`src/rtl/bist_loop_pkg.sv`:
```
// Package holding the register map, field layout, timing counts and carrier types of the block.
package bist_loop_pkg;

  // Printed register indices; the byte address is four times the index.
  localparam logic [7:0] IDX_SELF_TEST_CONTROL = 8'h16;
  localparam logic [7:0] IDX_SECONDARY_STATUS = 8'h17;
  localparam logic [11:0] ADDR_SELF_TEST_CONTROL = {2'h0, IDX_SELF_TEST_CONTROL, 2'h0};
  localparam logic [11:0] ADDR_SECONDARY_STATUS = {2'h0, IDX_SECONDARY_STATUS, 2'h0};

  // Control register field positions.
  localparam int CTL_WRAP_MODE = 15;
  localparam int CTL_RANDOM_PAYLOAD = 14;
  localparam int CTL_SHORT_FRAME = 13;
  localparam int CTL_GEN_ENABLE = 12;
  localparam int CTL_REV_FWD = 7;
  localparam int CTL_MII_FWD = 6;
  localparam int CTL_LOOP_HI = 5;
  localparam int CTL_LOOP_LO = 2;
  localparam int CTL_CODING_HI = 1;
  localparam int CTL_CODING_LO = 0;
  localparam logic [15:0] CTL_WRITABLE_MASK = 16'hF0FF;
  localparam logic [15:0] CTL_RESET = 16'h0000;

  // Status register field positions.
  localparam int STS_LOCKED = 11;
  localparam int STS_LOCK_DROPPED = 10;
  localparam int STS_GEN_ACTIVE = 9;
  localparam int STS_LEGACY_MASTER = 8;
  localparam int STS_LEGACY_SLAVE = 7;
  localparam int STS_CORE_POWER = 6;

  // One-hot loopback select codes.
  localparam logic [3:0] LOOP_REVERSE = 4'h8;
  localparam logic [3:0] LOOP_EXTERNAL = 4'h4;
  localparam logic [3:0] LOOP_ANALOG = 4'h2;
  localparam logic [3:0] LOOP_DIGITAL = 4'h1;

  // Coding-layer loop point codes at 100 Mb/s.
  localparam logic [1:0] CODING_AFTER_ENCODER = 2'h3;
  localparam logic [1:0] CODING_AFTER_SCRAMBLER = 2'h2;
  localparam logic [1:0] CODING_BEFORE_SCRAMBLER = 2'h1;

  // Frame lengths in bytes.
  localparam logic [10:0] SHORT_FRAME_BYTES = 11'd64;
  localparam logic [10:0] LONG_FRAME_BYTES = 11'd1518;
  localparam logic [7:0] CONSTANT_BYTE = 8'h55;

  // Pseudo-random sequence and checker thresholds.
  localparam logic [14:0] PRBS_SEED = 15'h7FFF;
  localparam logic [3:0] LOCK_MATCH_COUNT = 4'h8;
  localparam logic [3:0] LOSS_MISMATCH_COUNT = 4'h4;
  localparam logic [15:0] COUNTER_MAX = 16'hFFFF;

  typedef enum logic [1:0] {GEN_IDLE, GEN_SEND, GEN_DONE} gen_state_e;

  // APB request and answer.
  typedef struct packed {
    logic psel;
    logic penable;
    logic pwrite;
    logic [11:0] paddr;
    logic [31:0] pwdata;
  } apb_req_s;

  typedef struct packed {
    logic pready;
    logic pslverr;
    logic [31:0] prdata;
  } apb_rsp_s;

  // Byte stream carrier.
  typedef struct packed {
    logic valid;
    logic first;
    logic last;
    logic [7:0] data;
  } byte_beat_s;

endpackage

```
`src/rtl/phy_bist_loopback_control.sv`:
```
// Self-test generator, checker and loopback control with its two APB-mapped registers.
//
// Notes on behaviour
// - In wrap mode, a counter at maximum emits one pulse and restarts from zero.
// - Random payload with generator on sends back-to-back pseudo-random frames.
// - Random payload with generator off keeps the checker running on receive.
// - Constant payload with generator on sends one frame; random logic off.
// - Frame length is 64 bytes when short frame is set, else 1518.
// - Generator enable bit switches the generator on and off.
// - Reserved fields ignore writes and read as zero.
// - Reverse loop forward bit settable only in reverse loop; gates receive to MAC.
// - Transmit forward bit settable only in MII loop; gates transmit to line.
// - Loopback select is one-hot: reverse, external, analog, digital.
// - At 100 Mb/s coding field picks after encoder, after scrambler, before scrambler.
// - At 1000 Mb/s coding bit 0 loops before gigabit signal processing.
// - Locked bit reads one while the checker is locked.
// - Lock-dropped flag latches on loss of lock and clears on read.
// - Generator active bit reads one while a frame is being generated.
// - Two bits report gigabit master and slave legacy encoding.
// - Power bit reads one in normal power, zero when down or asleep.
//
// Our own choice: the APB interface to the registers.
`timescale 1ns/100ps
module phy_bist_loopback_control (
  input wire logic ref_clk,
  input wire logic rst_b,
  input wire bist_loop_pkg::apb_req_s apb_req,
  output bist_loop_pkg::apb_rsp_s apb_rsp,
  input wire bist_loop_pkg::byte_beat_s rx_beat,
  output bist_loop_pkg::byte_beat_s gen_beat,
  input wire logic speed_100,
  input wire logic speed_1000,
  input wire logic legacy_master,
  input wire logic legacy_slave,
  input wire logic core_normal_power,
  output logic [3:0] loop_select,
  output logic coding_after_encoder,
  output logic coding_after_scrambler,
  output logic coding_before_scrambler,
  output logic gig_loop_before_dsp,
  output logic rx_to_mac_enable,
  output logic tx_to_line_enable,
  output logic counter_wrap_pulse,
  output logic [15:0] error_count,
  output logic [15:0] frame_count
);

  // Advances the pseudo-random register by eight bits and returns the new state.
  function automatic logic [14:0] prbs_step(input logic [14:0] state);
    logic [14:0] s;
    s = state;
    for (int i = 0; i < 8; i++) begin
      s = {s[13:0], s[14] ^ s[13]};
    end
    return s;
  endfunction

  // Counter step shared by the error and frame counters: wrap or saturate.
  function automatic logic [15:0] count_step(input logic [15:0] value, input logic wrap);
    logic [15:0] n;
    n = value;
    if (value == bist_loop_pkg::COUNTER_MAX) begin
      n = wrap ? 16'h0000 : value;
    end else begin
      n = value + 16'h0001;
    end
    return n;
  endfunction

  logic [15:0] ctl_q;
  logic [31:0] prdata_q;
  logic locked_q;
  logic lock_dropped_q;
  logic [3:0] match_cnt_q;
  logic [3:0] miss_cnt_q;
  logic [14:0] chk_state_q;
  logic [14:0] gen_state_q;
  logic [10:0] byte_idx_q;
  bist_loop_pkg::gen_state_e gen_fsm_q;
  bist_loop_pkg::byte_beat_s gen_beat_q;
  logic [15:0] err_cnt_q;
  logic [15:0] frm_cnt_q;
  logic wrap_pulse_q;
  logic [3:0] loop_out_q;
  logic fwd_rx_q;
  logic fwd_tx_q;

  logic setup_phase;
  logic access_phase;
  logic wr_access;
  logic rd_access;
  logic addr_ctl;
  logic addr_sts;
  logic addr_hit;
  logic [15:0] wr_ctl;
  logic [15:0] sts_word;
  logic wrap_mode;
  logic random_sel;
  logic gen_en;
  logic [10:0] frame_last;
  logic checker_on;
  logic [7:0] expected_byte;
  logic rx_match;
  logic rx_mismatch;
  logic frame_end;
  logic err_event;
  logic err_at_max;
  logic frm_at_max;

  // Bus phase and address decode.
  assign setup_phase = apb_req.psel && !apb_req.penable;
  assign access_phase = apb_req.psel && apb_req.penable;
  assign wr_access = access_phase && apb_req.pwrite && addr_ctl;
  assign rd_access = access_phase && !apb_req.pwrite;

  always_comb begin
    addr_ctl = 1'b0;
    addr_sts = 1'b0;
    if (apb_req.paddr == bist_loop_pkg::ADDR_SELF_TEST_CONTROL) begin
      addr_ctl = 1'b1;
    end else if (apb_req.paddr == bist_loop_pkg::ADDR_SECONDARY_STATUS) begin
      addr_sts = 1'b1;
    end
  end
  assign addr_hit = addr_ctl || addr_sts;

  // Zero-wait answer; read data is a flop loaded during the setup cycle.
  assign apb_rsp.pready = access_phase;
  assign apb_rsp.pslverr = access_phase && !addr_hit;
  assign apb_rsp.prdata = prdata_q;

  assign wrap_mode = ctl_q[bist_loop_pkg::CTL_WRAP_MODE];
  assign random_sel = ctl_q[bist_loop_pkg::CTL_RANDOM_PAYLOAD];
  assign gen_en = ctl_q[bist_loop_pkg::CTL_GEN_ENABLE];

  // New control word: reserved bits dropped, forward bits only in their own loop mode.
  always_comb begin
    wr_ctl = apb_req.pwdata[15:0] & bist_loop_pkg::CTL_WRITABLE_MASK;
    if (wr_ctl[bist_loop_pkg::CTL_LOOP_HI:bist_loop_pkg::CTL_LOOP_LO]
        != bist_loop_pkg::LOOP_REVERSE) begin
      wr_ctl[bist_loop_pkg::CTL_REV_FWD] = 1'b0;
    end
    if (wr_ctl[bist_loop_pkg::CTL_LOOP_HI:bist_loop_pkg::CTL_LOOP_LO]
        != bist_loop_pkg::LOOP_DIGITAL) begin
      wr_ctl[bist_loop_pkg::CTL_MII_FWD] = 1'b0;
    end
  end

  // Control register; a write lands at the access edge.
  always_ff @(posedge ref_clk or negedge rst_b) begin
    if (!rst_b) begin
      ctl_q <= bist_loop_pkg::CTL_RESET;
    end else if (wr_access) begin
      ctl_q <= wr_ctl;
    end
  end

  // Status word assembled from live state; unused bits stay zero.
  always_comb begin
    sts_word = 16'h0000;
    sts_word[bist_loop_pkg::STS_LOCKED] = locked_q;
    sts_word[bist_loop_pkg::STS_LOCK_DROPPED] = lock_dropped_q;
    sts_word[bist_loop_pkg::STS_GEN_ACTIVE] = (gen_fsm_q == bist_loop_pkg::GEN_SEND);
    sts_word[bist_loop_pkg::STS_LEGACY_MASTER] = legacy_master;
    sts_word[bist_loop_pkg::STS_LEGACY_SLAVE] = legacy_slave;
    sts_word[bist_loop_pkg::STS_CORE_POWER] = core_normal_power;
  end

  // Read data captured in the setup cycle so the access cycle needs no wait state.
  always_ff @(posedge ref_clk or negedge rst_b) begin
    if (!rst_b) begin
      prdata_q <= 32'h0000_0000;
    end else if (setup_phase && !apb_req.pwrite) begin
      if (addr_ctl) begin
        prdata_q <= {16'h0000, ctl_q};
      end else if (addr_sts) begin
        prdata_q <= {16'h0000, sts_word};
      end else begin
        prdata_q <= 32'h0000_0000;
      end
    end
  end

  // The checker runs only with random payload selected; constant frames disable it.
  assign checker_on = random_sel;
  assign expected_byte = chk_state_q[7:0];
  assign rx_match = checker_on && rx_beat.valid && (rx_beat.data == expected_byte);
  assign rx_mismatch = checker_on && rx_beat.valid && (rx_beat.data != expected_byte);

  // Checker sequence: re-seeds from the incoming stream while unlocked so it can self-align.
  always_ff @(posedge ref_clk or negedge rst_b) begin
    if (!rst_b) begin
      chk_state_q <= bist_loop_pkg::PRBS_SEED;
    end else if (!checker_on) begin
      chk_state_q <= bist_loop_pkg::PRBS_SEED;
    end else if (rx_beat.valid) begin
      if (rx_mismatch && !locked_q) begin
        // The upper seven bits already hold the low seven bits of the previous received byte.
        chk_state_q <= prbs_step({chk_state_q[14:8], rx_beat.data});
      end else begin
        chk_state_q <= prbs_step(chk_state_q);
      end
    end
  end

  // Lock on a run of matches, drop it on a run of mismatches.
  always_ff @(posedge ref_clk or negedge rst_b) begin
    if (!rst_b) begin
      locked_q <= 1'b0;
      match_cnt_q <= 4'h0;
      miss_cnt_q <= 4'h0;
    end else if (!checker_on) begin
      locked_q <= 1'b0;
      match_cnt_q <= 4'h0;
      miss_cnt_q <= 4'h0;
    end else if (rx_match) begin
      miss_cnt_q <= 4'h0;
      if (!locked_q) begin
        if (match_cnt_q == bist_loop_pkg::LOCK_MATCH_COUNT - 4'h1) begin
          locked_q <= 1'b1;
          match_cnt_q <= 4'h0;
        end else begin
          match_cnt_q <= match_cnt_q + 4'h1;
        end
      end
    end else if (rx_mismatch) begin
      match_cnt_q <= 4'h0;
      if (locked_q) begin
        if (miss_cnt_q == bist_loop_pkg::LOSS_MISMATCH_COUNT - 4'h1) begin
          locked_q <= 1'b0;
          miss_cnt_q <= 4'h0;
        end else begin
          miss_cnt_q <= miss_cnt_q + 4'h1;
        end
      end
    end
  end

  // Lock-dropped flag: a new drop wins over the clearing read, and only a reported one clears.
  always_ff @(posedge ref_clk or negedge rst_b) begin
    if (!rst_b) begin
      lock_dropped_q <= 1'b0;
    end else if (locked_q && !checker_on || locked_q && rx_mismatch &&
                 miss_cnt_q == bist_loop_pkg::LOSS_MISMATCH_COUNT - 4'h1) begin
      lock_dropped_q <= 1'b1;
    end else if (rd_access && addr_sts && prdata_q[bist_loop_pkg::STS_LOCK_DROPPED]) begin
      lock_dropped_q <= 1'b0;
    end
  end

  assign frame_last = ctl_q[bist_loop_pkg::CTL_SHORT_FRAME] ?
                      bist_loop_pkg::SHORT_FRAME_BYTES - 11'd1 :
                      bist_loop_pkg::LONG_FRAME_BYTES - 11'd1;
  assign frame_end = (gen_fsm_q == bist_loop_pkg::GEN_SEND) && (byte_idx_q == frame_last);

  // Generator sequencer: back-to-back frames for random payload, a single frame otherwise.
  always_ff @(posedge ref_clk or negedge rst_b) begin
    if (!rst_b) begin
      gen_fsm_q <= bist_loop_pkg::GEN_IDLE;
      byte_idx_q <= 11'd0;
    end else begin
      case (gen_fsm_q)
        bist_loop_pkg::GEN_IDLE: begin
          byte_idx_q <= 11'd0;
          if (gen_en) begin
            gen_fsm_q <= bist_loop_pkg::GEN_SEND;
          end
        end
        bist_loop_pkg::GEN_SEND: begin
          if (!gen_en) begin
            gen_fsm_q <= bist_loop_pkg::GEN_IDLE;
            byte_idx_q <= 11'd0;
          end else if (frame_end) begin
            byte_idx_q <= 11'd0;
            if (!random_sel) begin
              gen_fsm_q <= bist_loop_pkg::GEN_DONE;
            end
          end else begin
            byte_idx_q <= byte_idx_q + 11'd1;
          end
        end
        bist_loop_pkg::GEN_DONE: begin
          // A fresh single frame needs the enable to be cleared and set again.
          if (!gen_en) begin
            gen_fsm_q <= bist_loop_pkg::GEN_IDLE;
          end
        end
        default: begin
          gen_fsm_q <= bist_loop_pkg::GEN_IDLE;
        end
      endcase
    end
  end

  // Generator sequence advances one byte per beat and is held at the seed in constant mode.
  always_ff @(posedge ref_clk or negedge rst_b) begin
    if (!rst_b) begin
      gen_state_q <= bist_loop_pkg::PRBS_SEED;
    end else if (!random_sel) begin
      gen_state_q <= bist_loop_pkg::PRBS_SEED;
    end else if (gen_fsm_q == bist_loop_pkg::GEN_SEND && gen_en) begin
      gen_state_q <= prbs_step(gen_state_q);
    end
  end

  // Registered output beat with frame delimiters.
  always_ff @(posedge ref_clk or negedge rst_b) begin
    if (!rst_b) begin
      gen_beat_q <= '0;
    end else begin
      gen_beat_q.valid <= (gen_fsm_q == bist_loop_pkg::GEN_SEND) && gen_en;
      gen_beat_q.first <= (gen_fsm_q == bist_loop_pkg::GEN_SEND) && (byte_idx_q == 11'd0);
      gen_beat_q.last <= frame_end;
      gen_beat_q.data <= random_sel ? gen_state_q[7:0] : bist_loop_pkg::CONSTANT_BYTE;
    end
  end
  assign gen_beat = gen_beat_q;

  assign err_event = rx_mismatch && locked_q;
  assign err_at_max = err_event && (err_cnt_q == bist_loop_pkg::COUNTER_MAX);
  assign frm_at_max = frame_end && gen_en && (frm_cnt_q == bist_loop_pkg::COUNTER_MAX);

  // Error and frame counters; without wrap mode they saturate, which is unsupported use.
  always_ff @(posedge ref_clk or negedge rst_b) begin
    if (!rst_b) begin
      err_cnt_q <= 16'h0000;
      frm_cnt_q <= 16'h0000;
    end else begin
      if (err_event) begin
        err_cnt_q <= count_step(err_cnt_q, wrap_mode);
      end
      if (frame_end && gen_en) begin
        frm_cnt_q <= count_step(frm_cnt_q, wrap_mode);
      end
    end
  end

  // One pulse per cycle in which either or both counters wrap.
  always_ff @(posedge ref_clk or negedge rst_b) begin
    if (!rst_b) begin
      wrap_pulse_q <= 1'b0;
    end else begin
      wrap_pulse_q <= wrap_mode && (err_at_max || frm_at_max);
    end
  end
  assign counter_wrap_pulse = wrap_pulse_q;
  assign error_count = err_cnt_q;
  assign frame_count = frm_cnt_q;

  // Loop point outputs; the coding field is interpreted per line rate.
  always_ff @(posedge ref_clk or negedge rst_b) begin
    if (!rst_b) begin
      loop_out_q <= 4'h0;
      fwd_rx_q <= 1'b1;
      fwd_tx_q <= 1'b1;
    end else begin
      loop_out_q[0] <= speed_100 &&
        ctl_q[bist_loop_pkg::CTL_CODING_HI:bist_loop_pkg::CTL_CODING_LO]
        == bist_loop_pkg::CODING_AFTER_ENCODER;
      loop_out_q[1] <= speed_100 &&
        ctl_q[bist_loop_pkg::CTL_CODING_HI:bist_loop_pkg::CTL_CODING_LO]
        == bist_loop_pkg::CODING_AFTER_SCRAMBLER;
      loop_out_q[2] <= speed_100 &&
        ctl_q[bist_loop_pkg::CTL_CODING_HI:bist_loop_pkg::CTL_CODING_LO]
        == bist_loop_pkg::CODING_BEFORE_SCRAMBLER;
      loop_out_q[3] <= speed_1000 && ctl_q[bist_loop_pkg::CTL_CODING_LO];
      // Receive to MAC is withheld in reverse loop unless forwarding is asked for.
      fwd_rx_q <= (ctl_q[bist_loop_pkg::CTL_LOOP_HI:bist_loop_pkg::CTL_LOOP_LO]
                   != bist_loop_pkg::LOOP_REVERSE) || ctl_q[bist_loop_pkg::CTL_REV_FWD];
      // Transmit to the line is suppressed in MII loop unless forwarding is asked for.
      fwd_tx_q <= (ctl_q[bist_loop_pkg::CTL_LOOP_HI:bist_loop_pkg::CTL_LOOP_LO]
                   != bist_loop_pkg::LOOP_DIGITAL) || ctl_q[bist_loop_pkg::CTL_MII_FWD];
    end
  end

  // The one-hot field goes out as written; any other pattern selects no loop.
  always_comb begin
    case (ctl_q[bist_loop_pkg::CTL_LOOP_HI:bist_loop_pkg::CTL_LOOP_LO])
      bist_loop_pkg::LOOP_REVERSE,
      bist_loop_pkg::LOOP_EXTERNAL,
      bist_loop_pkg::LOOP_ANALOG,
      bist_loop_pkg::LOOP_DIGITAL: begin
        loop_select = ctl_q[bist_loop_pkg::CTL_LOOP_HI:bist_loop_pkg::CTL_LOOP_LO];
      end
      default: begin
        loop_select = 4'h0;
      end
    endcase
  end

  assign coding_after_encoder = loop_out_q[0];
  assign coding_after_scrambler = loop_out_q[1];
  assign coding_before_scrambler = loop_out_q[2];
  assign gig_loop_before_dsp = loop_out_q[3];
  assign rx_to_mac_enable = fwd_rx_q;
  assign tx_to_line_enable = fwd_tx_q;

endmodule // phy_bist_loopback_control

```
`config.mk`:
```
export PLATFORM = sky130hd
export DESIGN_NAME = phy_bist_loopback_control
export DESIGN_NICKNAME = d
export VERILOG_FILES = /design/src/rtl/bist_loop_pkg.sv /design/src/rtl/phy_bist_loopback_control.sv
export SDC_FILE = /design/constraint.sdc
export NUM_CORES = 1
export LEC_CHECK = 0
export BUFFER_PORTS_ARGS = -buffer_cell sky130_fd_sc_hd__buf_2
export CORE_MARGIN = 2
export CORE_UTILIZATION = 43
export DETAILED_ROUTE_END_ITERATION = 8
export PLACE_DENSITY = 0.7
export SLEW_MARGIN = 20
export SYNTH_ARGS = -nofsm -noshare
export SYNTH_HDL_FRONTEND = slang
export SYNTH_SLANG_ARGS = --single-unit
export TNS_END_PERCENT = 50
```
`constraint.sdc`:
```
create_clock -name ref_clk -period 2.1 [get_ports ref_clk]
set_input_delay 0.42 -clock ref_clk [delete_from_list [all_inputs] [get_ports ref_clk]]
set_output_delay 0.42 -clock ref_clk [all_outputs]
set_load 0.02 [all_outputs]
```
After elaboration in Yosys (flattened, before gate mapping)

Index checks and enable logic that the tools add are counted.

Register bits: 147
Output and inout port bits: 88
Word-level logic and storage cells: 169

Add/subtract/negate cells: 5
Eq/ne operators: 33
Muxes and demuxes: 46
Bitwise operators: 18
Reduce and logical (&&, ||, !) cells: 47

Operator list:

| kind                                            | count |
|---|---|
| two-way mux 15 bit                              | 5 |
| two-way mux 16 bit                              | 4 |
| two-way mux 4 bit                               | 11 |
| two-way mux 11 bit                              | 3 |
| adder 16 x 1 -> 16 bit (second input constant)  | 2 |
| == test 16 bit (second input constant)          | 2 |
| logical AND 1 bit                               | 27 |
| == test 12 x 7 -> 1 bit (second input constant) | 2 |
| one-hot mux 11 bit (2 select lines)             | 1 |
| bitwise XOR 1 bit                               | 18 |
| two-way mux 1 bit                               | 14 |
| two-way mux 12 bit                              | 1 |
| adder 11 x 1 -> 11 bit (second input constant)  | 1 |
| == test 11 bit                                  | 1 |
| zero test 11 bit                                | 1 |
| two-way mux 2 bit                               | 5 |
| != test 2 bit (second input constant)           | 5 |
| adder 4 x 1 -> 4 bit (second input constant)    | 2 |
| == test 4 x 2 -> 1 bit (second input constant)  | 2 |
| == test 4 x 3 -> 1 bit (second input constant)  | 2 |
| == test 8 bit                                   | 1 |
| two-way mux 8 bit                               | 1 |
| != test 4 x 1 -> 1 bit (second input constant)  | 2 |
| != test 4 bit (second input constant)           | 2 |
| other kinds (17)                                | 34 |

Depth between registers and ports, before layout

Gate-level depths: netlist (run 1).

Depth in word-level cells: 7
Mapped depth: 7

Worst setup path after synthesis (run 1)

Ideal clock, no wire load.

Path kind: input to register
Start: input apb_req[37] (netlist name)
End: register ctl_q[12]
Setup time: 0.125 ns
Data arrival time: 2.006 ns
Data required time: 1.975 ns
Path slack: -0.030 ns
Stages on the path: 7
Cells stage by stage: nor4b_2 -> nand4_1 -> or4_1 -> buf_6 -> nor3_4 -> buf_6 -> mux2_2

Word-level cells in the longest chain between the ends: 3

Ends and longest elaborated chain:

| what                    | line                             | RTL |
|---|---|---|
| start: declaration      | phy_bist_loopback_control.sv:27  | `input wire bist_loop_pkg::apb_req_s apb_req,` |
| == test 12 x 7 -> 1 bit | phy_bist_loopback_control.sv:119 | `if (apb_req.paddr == bist_loop_pkg::ADDR_SELF_TEST_CONTROL) begin` |
| two-way mux 1 bit       | phy_bist_loopback_control.sv:119 |  |
| logical AND 1 bit       | phy_bist_loopback_control.sv:113 | `assign wr_access = access_phase && apb_req.pwrite && addr_ctl;` |
| end signal: assignment  | phy_bist_loopback_control.sv:152 | `ctl_q <= bist_loop_pkg::CTL_RESET;` |
| end signal: assignment  | phy_bist_loopback_control.sv:154 | `ctl_q <= wr_ctl;` |
| end: declaration        | phy_bist_loopback_control.sv:70  | `logic [15:0] ctl_q;` |

No other way between the ends.
A chain may end at the register's enable or synchronous reset.

==> results of run 1 <==
-- power by group --
group / internal, uW / switching, uW
Combinational: 65.3 / 137
Sequential: 2530 / 0.637
Clock: 1730 / 1100
-- cell type report --
class | instances | area (um^2)
well taps | 184 | 230.2
flip-flops and latches | 131 | 3318
inverters | 18 | 67.56
repair buffers | 159 | 969.7
clock inverters | 14 | 140.1
fillers | 1261 | 6548
multi-input cells | 451 | 2942
clock buffers | 18 | 429.2
-- cell usage in the layout, fill, tap and decap left out, types with 8 or more instances in the layout --
cell type,n
a21oi_1,18
a22o_1,20
and2_1,8
and3_1,19
and4_1,11
buf_2,112
buf_4,41
clkbuf_16,17
conb_1,16
dfrtp_1,99
dfstp_2,32
inv_1,15
mux2_2,14
mux2i_1,12
nand2_1,54
nand2b_1,15
nand3_1,29
nand4_1,22
nor2_1,40
nor3_1,13
nor4_1,8
o211ai_1,10
o21ai_0,26
xnor2_1,28
xor2_1,13
-- per-stage QoR --
stage	TNS (ns)	cell area (um^2)
2_1_floorplan	-0.01924	6564
3_3_place_gp	-1.889	7483
3_5_place_dp	-2.374	7483
4_1_cts	0	8082
5_1_grt	-0.1255	8097
6_report	0	8097
-- worst max-delay path, cell delays in order --
cell and delay [ns]:
buf_2 0.10, nor4b_2 0.25, nand4_1 0.10, or4_4 0.49, and2_4 0.17, buf_6 0.12
-- how the worst min path moves through the flow --
stage / depth (start not counted) / to / startpoint / slack [ns]
floorplan: 0 / byte_idx_q[0] / rst_b / 0.12
global placement: 1 / loop_out_q[3] / rst_b / 0.38
detailed placement: 1 / loop_out_q[3] / rst_b / 0.38
CTS: 2 / loop_out_q[3] / speed_1000 / 0.20
global route: 2 / loop_out_q[3] / speed_1000 / 0.22
finish: 2 / loop_out_q[3] / speed_1000 / 0.22
-- what timing repair did --
item / in CTS / in global routing
resized for setup: 4 / 3
setup buffers: 1 / 0
endpoints found under the setup margin: 1 / 16
endpoints found under the hold margin: 24 / 0
hold buffers: 1 / 0
pin swaps: 3 / 0
-- cells by family (layout without fill, tap and decap cells) --
group                    count (synthesis)  count (layout)
AO/OA/AOI/OAI                          114             114
other                                    1              16
multiplexers                            26              26
XOR/XNOR                                41              41
AND/OR/NAND/NOR                        248             248
adder cells (fa/ha/maj)                  6               6
flip-flops                             131             131
buffers and inverters                   63             209
-- sequential cells by signal, summed over array words and instances, names as in the netlist --
register and flops:
byte_idx_q 11, chk_state_q 15, counter_wrap_pulse 1, ctl_q 12, error_count 16, frame_count 16, gen_beat 11, gen_fsm_q 2
gen_state_q 15, lock_dropped_q 1, locked_q 1, loop_out_q 4, match_cnt_q 4, miss_cnt_q 4, prdata_q 16, rx_to_mac_enable 1
tx_to_line_enable 1
-- layer usage --
| metal | part of all wire, % | vias up |
|---|---|---|
| li1 | - | 2553 |
| met1 | 45 | 2624 |
| met2 | 49 | 131 |
| met3 | 4.0 | 25 |
| met4 | 2.1 | 0 |
| met5 | 0 | - |
==> impl_results.md, run 1 <==
* Pwr Density at 687.2 nW/um^2
* Clock Skew at 0.009005 ns
* Met3 global-route usage at 4.355%
* Nets at 849
* Clk sink count at 131
* CORE AREA at 14640 um^2
* R2r setup slk at 0.06 ns
* Hold crit path type: input port to flop
* Total Wirelength at 15340 um
* Maximum fanout along the worst path at 2
* CP endpoint kind: primary output
* Die Area at 16130 um^2
* Fmax at 479.1 MHz
* Fin Hold WS at 0.2169 ns
* Non-filler cells, final at 975
* Leakage at 0.003889 uW
* Top-level port count at 153
* Horiz. Die Dim at 127.0 um
* Largest net degree at the start of global routing at 40
* Dpl cells at 941
* Cell Rows at 44
* Synth Instances at 630
* Vias at 5333
* Largest family of logic cells by synthesized area: simple AND/OR/NAND/NOR gates
* Setup Slack @ Placement at -0.1428 ns
* GR Layer Usage met1 at 25.25%
* Xor and xnor area share after synthesis at 5.518%
* CTS tree: yes
* Tot Pwr at 5564 uW
* Via count of the first global-routing pass at 5260
* Drt pass-1 iters at 4
* Antenna violations before repair at 0
* Grt ovf at 0
* Req. time, crit path at 1.68 ns
* GPL Wtd Cong at 0.8804
* Asr flop ratio synth at 100.0%
* CP Capture Point: apb_rsp[32]
* Crit path DAT at 1.67 ns
* First-pass GRT wire length at 25580 um
* Layout cells sized above 1 at 31.61%
* Die Height at 127.0 um
* Port buffer count at 114
* Final Hold Vio Count at 0
* Drt via density at 5.470
* RSZ-0062 raised after global routing: true
* Clock root cell: clkbuf_16
* HPWL Detailed at 10850 um
* Reg clk slew, reported paths at 0.05 ns
* Synthesized area at 6507 um^2
* Adder-Cell Fraction of Synth Area at 1.154%
* Most common cell in the netlist: dfrtp_1
* Setup WS post-layout at 0.01290 ns
* Clock latency on the worst-skew pair at 0.42 ns
* WL per Instance at 15.73 um
* Post-synthesis register bit count at 131
* R2R depth at 7
* Maximum vdd drop at 0.0005803 V
* Rel. slew slack at 57.77%
* Synth top cells by count: 99 x dfrtp_1, 55 x nand2_1, 40 x nor2_1, 32 x dfstp_2, 29 x nand3_1
* Seq/Total Area, Yosys at 50.99%
* Synth Area in Compound Gates at 12.07%
* Fin crit share at 99.39%
* Pins Over Slew Limit at 0
* Most used DFF post-synth: dfrtp_1
* Max Cap Viol at 0
* CTS Buf Count at 17
* Layer with the highest usage: met2
* M2 GR Usage at 31.56%
* Critical R2R Launch: frame_count[1]
* DR iter-0 viols at 420
* Synth top area share at 38.07%
* Synth area leader: dfrtp_1
* Ranking of synthesized cells by area: dfrtp_1 38%, dfstp_2 13%, xnor2_1 3.8%
* Avg Cell Area, Syn at 10.33 um^2
* Setup Viol. Count Final at 0
* Final Util at 55.29%
* DR DRC count at 0
* Slew @ Worst Pin at 0.6249 ns
* Cell variety after synth at 63
* Htree depth at 4
* Fin crit period at 2.087 ns
* Ys Warns at 0
* Max Root-Sink Buffers at 2
* Multiplexer share of the synthesized area at 4.268%
* Detail Route Antenna Nets at 0
* Reg2reg end: counter_wrap_pulse
* Startpoint types: input port
* Critical path type: input port to primary output
* Synth Area in Simple Gates at 20.96%
* Area grow syn2layout at 24.42%
* Critical path origin: apb_req[42]
* Status: completed
* Post-synth EDFFs at 0
* Antenna diodes at 0
* All-Layer GR Usage at 19.46%
* Starting Density at 44.44%
(Power assumes the default switching activity.)
==> inputs of run 2 (changes only) <==
--- a/config.mk
+++ b/config.mk
@@ -7,9 +7,9 @@
 export LEC_CHECK = 0
 export BUFFER_PORTS_ARGS = -buffer_cell sky130_fd_sc_hd__buf_2
 export CORE_MARGIN = 2
-export CORE_UTILIZATION = 43
+export CORE_UTILIZATION = 35
 export DETAILED_ROUTE_END_ITERATION = 8
-export PLACE_DENSITY = 0.7
+export PLACE_DENSITY = 0.6
 export SLEW_MARGIN = 20
 export SYNTH_ARGS = -nofsm -noshare
 export SYNTH_HDL_FRONTEND = slang
==> run 2 against run 1 <==
Die area increased by 22%. Largest power group unchanged. Design area rose by 1.4%. Critical path depth unchanged. Utilization down 9.9 points. Largest cell class unchanged. Register-to-register slack gained 0.05 ns. Non-clock buffer count is 8 higher. Cell count up 5.4%. Clock skew is 0.0017 ns higher. Via count down 2.8%. Global-route usage decreased by 3.1 points. Total power grew 0.99%.
==> impl_results.md, run 2 (synthesis results as in run 1) <==
* Status: completed
* CTS tree: yes
* Req. time, crit path at 1.68 ns (about the same)
* Horiz. Die Dim at 140.4 um (+10%)
* Dpl cells at 994 (+5.6%)
* Maximum vdd drop at 0.0004499 V (-22%)
* Cell area after layout at 8207 um^2 (+1.4%)
* CORE AREA at 18090 um^2 (+24%)
* Antenna diodes at 0 (unchanged)
* Drt pass-1 iters at 4 (unchanged)
* Htree depth at 4 (unchanged)
* Grt ovf at 0 (unchanged)
* Nets at 857 (+0.94%)
* Fin Hold WS at 0.2167 ns (-0.0001290 ns)
* Crit path DAT at 1.59 ns (-0.08 ns)
* Clk sink count at 131 (unchanged)
* Reg clk slew, reported paths at 0.06 ns (about the same)
* Layout cells sized above 1 at 32.29% (+0.68 points)
* Maximum fanout along the worst path at 2 (unchanged)
* Vias at 5183 (-2.8%)
* GPL Wtd Cong at 0.8136 (-7.6%)
* Largest net degree at the start of global routing at 55 (+38%)
* Fin crit share at 95.68% (-3.7 points)
* Critical path type: input port to primary output
* Hold crit path type: input port to flop
* Slew @ Worst Pin at 0.6828 ns (+0.05792 ns)
* Tot Pwr at 5619 uW (+0.99%)
* Pwr Density at 684.6 nW/um^2 (-0.37%)
* Fin crit period at 2.009 ns (-0.07789 ns)
* Non-filler cells, final at 1028 (+5.4%)
* Clock root cell: clkbuf_16
* Rel. slew slack at 53.88% (-3.9 points)
* Die Area at 19700 um^2 (+22%)
* Startpoint types: input port
* Max Root-Sink Buffers at 2 (unchanged)
* Port buffer count at 114 (unchanged)
* Area grow syn2layout at 26.11%
* Setup Viol. Count Final at 0 (unchanged)
* Commonest non-fill, non-tap cell in the layout: buf_2
* Max Cap Viol at 0 (unchanged)
* Via count of the first global-routing pass at 5119 (-2.7%)
* WL per Instance at 15.06 um (-4.3%)
* Fmax at 497.7 MHz (+3.9%)
* CTS Buf Count at 17 (unchanged)
* Filler instances at 1679 (+33%)
* Clock Skew at 0.01071 ns (+0.001706 ns)
* Total Wirelength at 15480 um (+0.94%)
* HPWL Detailed at 10690 um (-1.5%)
* Area occupied by multi-input gates at 2943 um^2 (about the same)
* Die Height at 140.4 um (+10%)
* Pins Over Slew Limit at 0 (unchanged)
* Detail Route Antenna Nets at 0 (unchanged)
* Antenna violations before repair at 0 (unchanged)
* Sequential Area at 3318 um^2 (unchanged)
* All-Layer GR Usage at 16.32% (-3.1 points)
* RSZ-0062 raised after global routing: false
* Area after DPL at 7591 um^2 (+1.4%)
* DR DRC count at 0 (unchanged)
* Most frequent cells in the layout: 112 x buf_2, 99 x dfrtp_1, 54 x nand2_1
* Top-level port count at 153 (unchanged)
* Starting Density at 35.98% (-8.5 points)
* Drt via density at 5.042 (-7.8%)
* Leakage at 0.003933 uW (+1.1%)
* CP endpoint kind: primary output
* Cell Rows at 49 (+11%)
* DR iter-0 viols at 271 (-35%)
* Clock latency on the worst-skew pair at 0.43 ns (about the same)
* Final Hold Vio Count at 0 (unchanged)
* First-pass GRT wire length at 25920 um (+1.3%)
## run 2: cell types whose count changed in the layout (fill, tap and decap cells not counted), sizes merged
cell | previous run | this run
clkbuf | 18 | 19
buf | 158 | 166
inv | 16 | 17
clkinvlp | 5 | 3
## run 2: per-layer routing
layer	routed length (um)	track usage [%]	part of all wire, %
met1	7309	22.02	47
met2	7255	25.62	47
met3	601	3.829	3.9
met4	313	6.114	2.0
met5	0	0	0
## run 2: critical path, stage by stage
cell     delay [ns]
buf_2          0.10
nor4b_2        0.25
nand4_1        0.12
or4_4          0.43
and2_4         0.15
buf_6          0.12
## run 2: area by class of cell
type / count / share of cell area (%)
sequential: 131 / 40.43
inverter: 18 / 0.8233
multi-input combinational: 451 / 35.86
clock inverter: 13 / 1.677
tap: 229 / 3.491
clock buffer: 19 / 5.275
timing repair buffer: 167 / 12.44
## run 2: where the power goes
group / switching, uW / total (uW) / internal, uW
logic: 137 / 201 / 63.6
clock network: 1140 / 2890 / 1740
registers: 0.532 / 2530 / 2530
## run 2: metrics by stage
step	util, %	TNS, ns	worst slack, ns
2_1_floorplan	-	-0.01924	-0.01924
3_3_place_gp	41.97	-1.443	-0.1133
3_5_place_dp	41.97	-1.818	-0.1304
4_1_cts	45.29	0	0.01193
5_1_grt	45.38	0	0.001473
6_report	45.38	0	0.09078
## run 2: timing repair
item / CTS / global route
cloned: 0 / 0
hold endpoints to repair: 49 / 0
hold buffers: 1 / 0
setup buffers: 1 / 0
pin swaps: 3 / 7
resized for setup: 4 / 5
setup endpoints to repair: 1 / 15
## run 2: final timing paths
check	startpoint	endpoint	slack [ns]	cells after the start
max in group asynchronous	rst_b	chk_state_q[12]	0.87	3
min in group asynchronous	rst_b	frame_count[3]	0.53	2
setup reg to reg	chk_state_q[7]	locked_q	0.11	6
hold / removal	speed_1000	loop_out_q[3]	0.22	2
hold reg to reg	prdata_q[6]	prdata_q[6]	0.47	2
setup / recovery	apb_req[37]	apb_rsp[32]	0.09	6
==> inputs of run 3 (changes only) <==
--- a/config.mk
+++ b/config.mk
@@ -10,7 +10,6 @@
 export CORE_UTILIZATION = 35
 export DETAILED_ROUTE_END_ITERATION = 8
 export PLACE_DENSITY = 0.6
-export SLEW_MARGIN = 20
 export SYNTH_ARGS = -nofsm -noshare
 export SYNTH_HDL_FRONTEND = slang
 export SYNTH_SLANG_ARGS = --single-unit
==> constraint.sdc (replaced) <==
create_clock -name ref_clk -period 2.1 [get_ports ref_clk]
set_input_delay 0 -clock ref_clk [delete_from_list [all_inputs] [get_ports ref_clk]]
set_output_delay 0 -clock ref_clk [all_outputs]
set_load 0.02 [all_outputs]
==> run 3 against run 2 <==
Fmax up 1.4%. Utilization up 1.3 points. Critical path depth up 1. Sequential share of layout area down 1.1 points. Sequential power about the same. Count of clock-buffer cells in the layout up 4. Design area up 2.9%. Clock skew down 0.0034 ns. Worst hold slack worse by 0.20 ns. Sequential cell count unchanged. Worst setup slack better by 0.027 ns. Critical path type is now flop to flop. Critical endpoint is now frame_count[0]. Highest routed layer unchanged.
==> impl_results.md, run 3 (synthesis results as in run 1) <==
* Via count of the first global-routing pass at 5253 (+2.6%)
* DR DRC count at 0 (unchanged)
* WL per Instance at 14.82 um (-1.6%)
* Hold crit path type: input port to flop
* First-pass GRT wire length at 26100 um (+0.69%)
* CTS Buf Count at 17 (unchanged)
* Clock root cell: clkbuf_16
* Starting Density at 35.98% (unchanged)
* Fin crit share at 94.39% (-1.3 points)
* Startpoint types: flop
* Htree depth at 4 (unchanged)
* CTS tree: yes
* Port buffer count at 114 (unchanged)
* Area grow syn2layout at 29.73%
* Ordered cell list for the critical path: nor4_1 -> buf_4 -> a22o_1 -> and3_1 -> buf_12 -> nand2_1 -> mux2_2
* Slew @ Worst Pin at 0.5251 ns (-0.1577 ns)
* Largest net degree at the start of global routing at 56 (+1.8%)
* Maximum fanout along the worst path at 16 (+14)
* Setup Viol. Count Final at 0 (unchanged)
* Top-level port count at 153 (unchanged)
* Vias at 5318 (+2.6%)
* Filler instances at 1696 (+1.0%)
* Leakage at 0.004020 uW (+2.2%)
* Area after DPL at 7565 um^2 (-0.35%)
* CP endpoint kind: flop
* Commonest non-fill, non-tap cell in the layout: buf_2
* Detail Route Antenna Nets at 0 (unchanged)
* CORE AREA at 18090 um^2 (unchanged)
* GPL Wtd Cong at 0.7763 (-4.6%)
* Antenna violations before repair at 0 (unchanged)
* Pwr Density at 682.8 nW/um^2 (-0.26%)
* Rel. slew slack at 65.00% (+11 points)
* Die Area at 19700 um^2 (unchanged)
* Fin crit period at 1.982 ns (-0.02704 ns)
* Final Hold Vio Count at 0 (unchanged)
* RSZ-0062 raised after global routing: false
* Grt ovf at 0 (unchanged)
* Cell Rows at 49 (unchanged)
* Drt via density at 5.084 (+0.84%)
* TNS Setup at 0 ns (unchanged)
* Pins Over Slew Limit at 0 (unchanged)
* Req. time, crit path at 2.40 ns (+0.72 ns)
* Most frequent cells in the layout: 113 x buf_2, 99 x dfrtp_1, 54 x nand2_1
* Layout cells sized above 1 at 30.60% (-1.7 points)
* Total Wirelength at 15510 um (+0.16%)
* Nets at 875 (+2.1%)
* HPWL Detailed at 10710 um (+0.20%)
* Clock Skew at 0.007313 ns (-0.003398 ns)
* Critical path type: flop to flop
* Drt pass-1 iters at 4 (unchanged)
* Reg clk slew, reported paths at 0.06 ns (about the same)
* Fmax at 504.5 MHz (+1.4%)
* Antenna diodes at 0 (unchanged)
* Setup WS post-layout at 0.1178 ns (+0.02704 ns)
* DR iter-0 viols at 269 (-0.74%)
* Crit-path max cell delay at 0.40 ns (-0.03 ns)
* Clock latency on the worst-skew pair at 0.42 ns (about the same)
* Maximum vdd drop at 0.0004934 V (+9.7%)
* Max Cap Viol at 0 (unchanged)
* Fin Hold WS at 0.01805 ns (-0.1987 ns)
* Horiz. Die Dim at 140.4 um (unchanged)
* Crit path DAT at 2.29 ns (+0.70 ns)
* Status: completed
* Die Height at 140.4 um (unchanged)
* Max Root-Sink Buffers at 2 (unchanged)
* Slowest cell on the critical path: dfrtp_1
* Clk sink count at 131 (unchanged)
* Setup Slack @ Placement at 0.1108 ns (+0.2412 ns)
* All-Layer GR Usage at 16.35% (+0.033 points)
* Cell area after layout at 8442 um^2 (+2.9%)
[run 3: cell types whose count changed in the layout (fill, tap and decap cells not counted), sizes merged]
cell,delta
buf,-6
clkinvlp,-1
clkbuf,+4
dlygate4sd3,+24
bufinv,-1
clkinv,-2
[run 3: cell type report]
class | instances | area (um^2) | area share (%)
repair buffers | 185 | 1222 | 14.48
flip-flops and latches | 131 | 3318 | 39.31
multi-input cells | 451 | 2935 | 34.77
clock inverters | 9 | 90.09 | 1.067
well taps | 229 | 286.5 | 3.394
clock buffers | 23 | 521.8 | 6.181
inverters | 18 | 67.56 | 0.8004
[run 3: power by group]
group	switching [uW]	internal [uW]
registers	0.592	2530
logic	141	87.8
clock network	1130	1880
[run 3: worst max-delay path: cells and delay by family (launching register included)]
| kind | cells | cell delay [ns] |
|---|---|---|
| flops | 1 | 0.40 |
| compound gates | 1 | 0.18 |
| simple gates | 3 | 0.68 |
| buf+inv | 2 | 0.34 |
| mux | 1 | 0.27 |
[run 3: path summary, 6_finish.rpt]
kind / from / endpoint / slack [ns] / cells after the start
worst max-delay path: byte_idx_q[7] / frame_count[0] / 0.12 / 7
worst min-delay path: apb_req[45] / lock_dropped_q / 0.02 / 4
worst max register to register: byte_idx_q[7] / frame_count[0] / 0.12 / 7
worst min register to register: prdata_q[6] / prdata_q[6] / 0.49 / 2
max in group asynchronous: rst_b / chk_state_q[3] / 1.26 / 3
min in group asynchronous: rst_b / frame_count[4] / 0.11 / 2
[run 3: metal layers]
layer	wire, um	vias up	share of wire (%)	global-route usage (%)
met5	0	-	0	0
met4	236	0	1.5	5.316
met3	639	17	4.1	4.034
met2	7452	106	48	26.78
met1	7176	2585	46	21.34
li1	-	2610	-	-
[run 3: per-stage QoR]
| step | power [uW] | cells | util (%) |
|---|---|---|---|
| floorplan | 2668 | 645 | - |
| global placement | 2769 | 988 | 41.83 |
| detailed placement | 2770 | 988 | 41.83 |
| CTS | 5846 | 1045 | 46.59 |
| global route | 5965 | 1046 | 46.68 |
| finish | 5764 | 1046 | 46.68 |
[run 3: what timing repair did]
action | 4_1_cts | 5_1_grt
setup buffers | 0 | 1
resized for setup | 0 | 2
endpoints found under the hold margin | 100 | 0
hold buffers | 25 | 0
setup endpoints to repair | 0 | 7
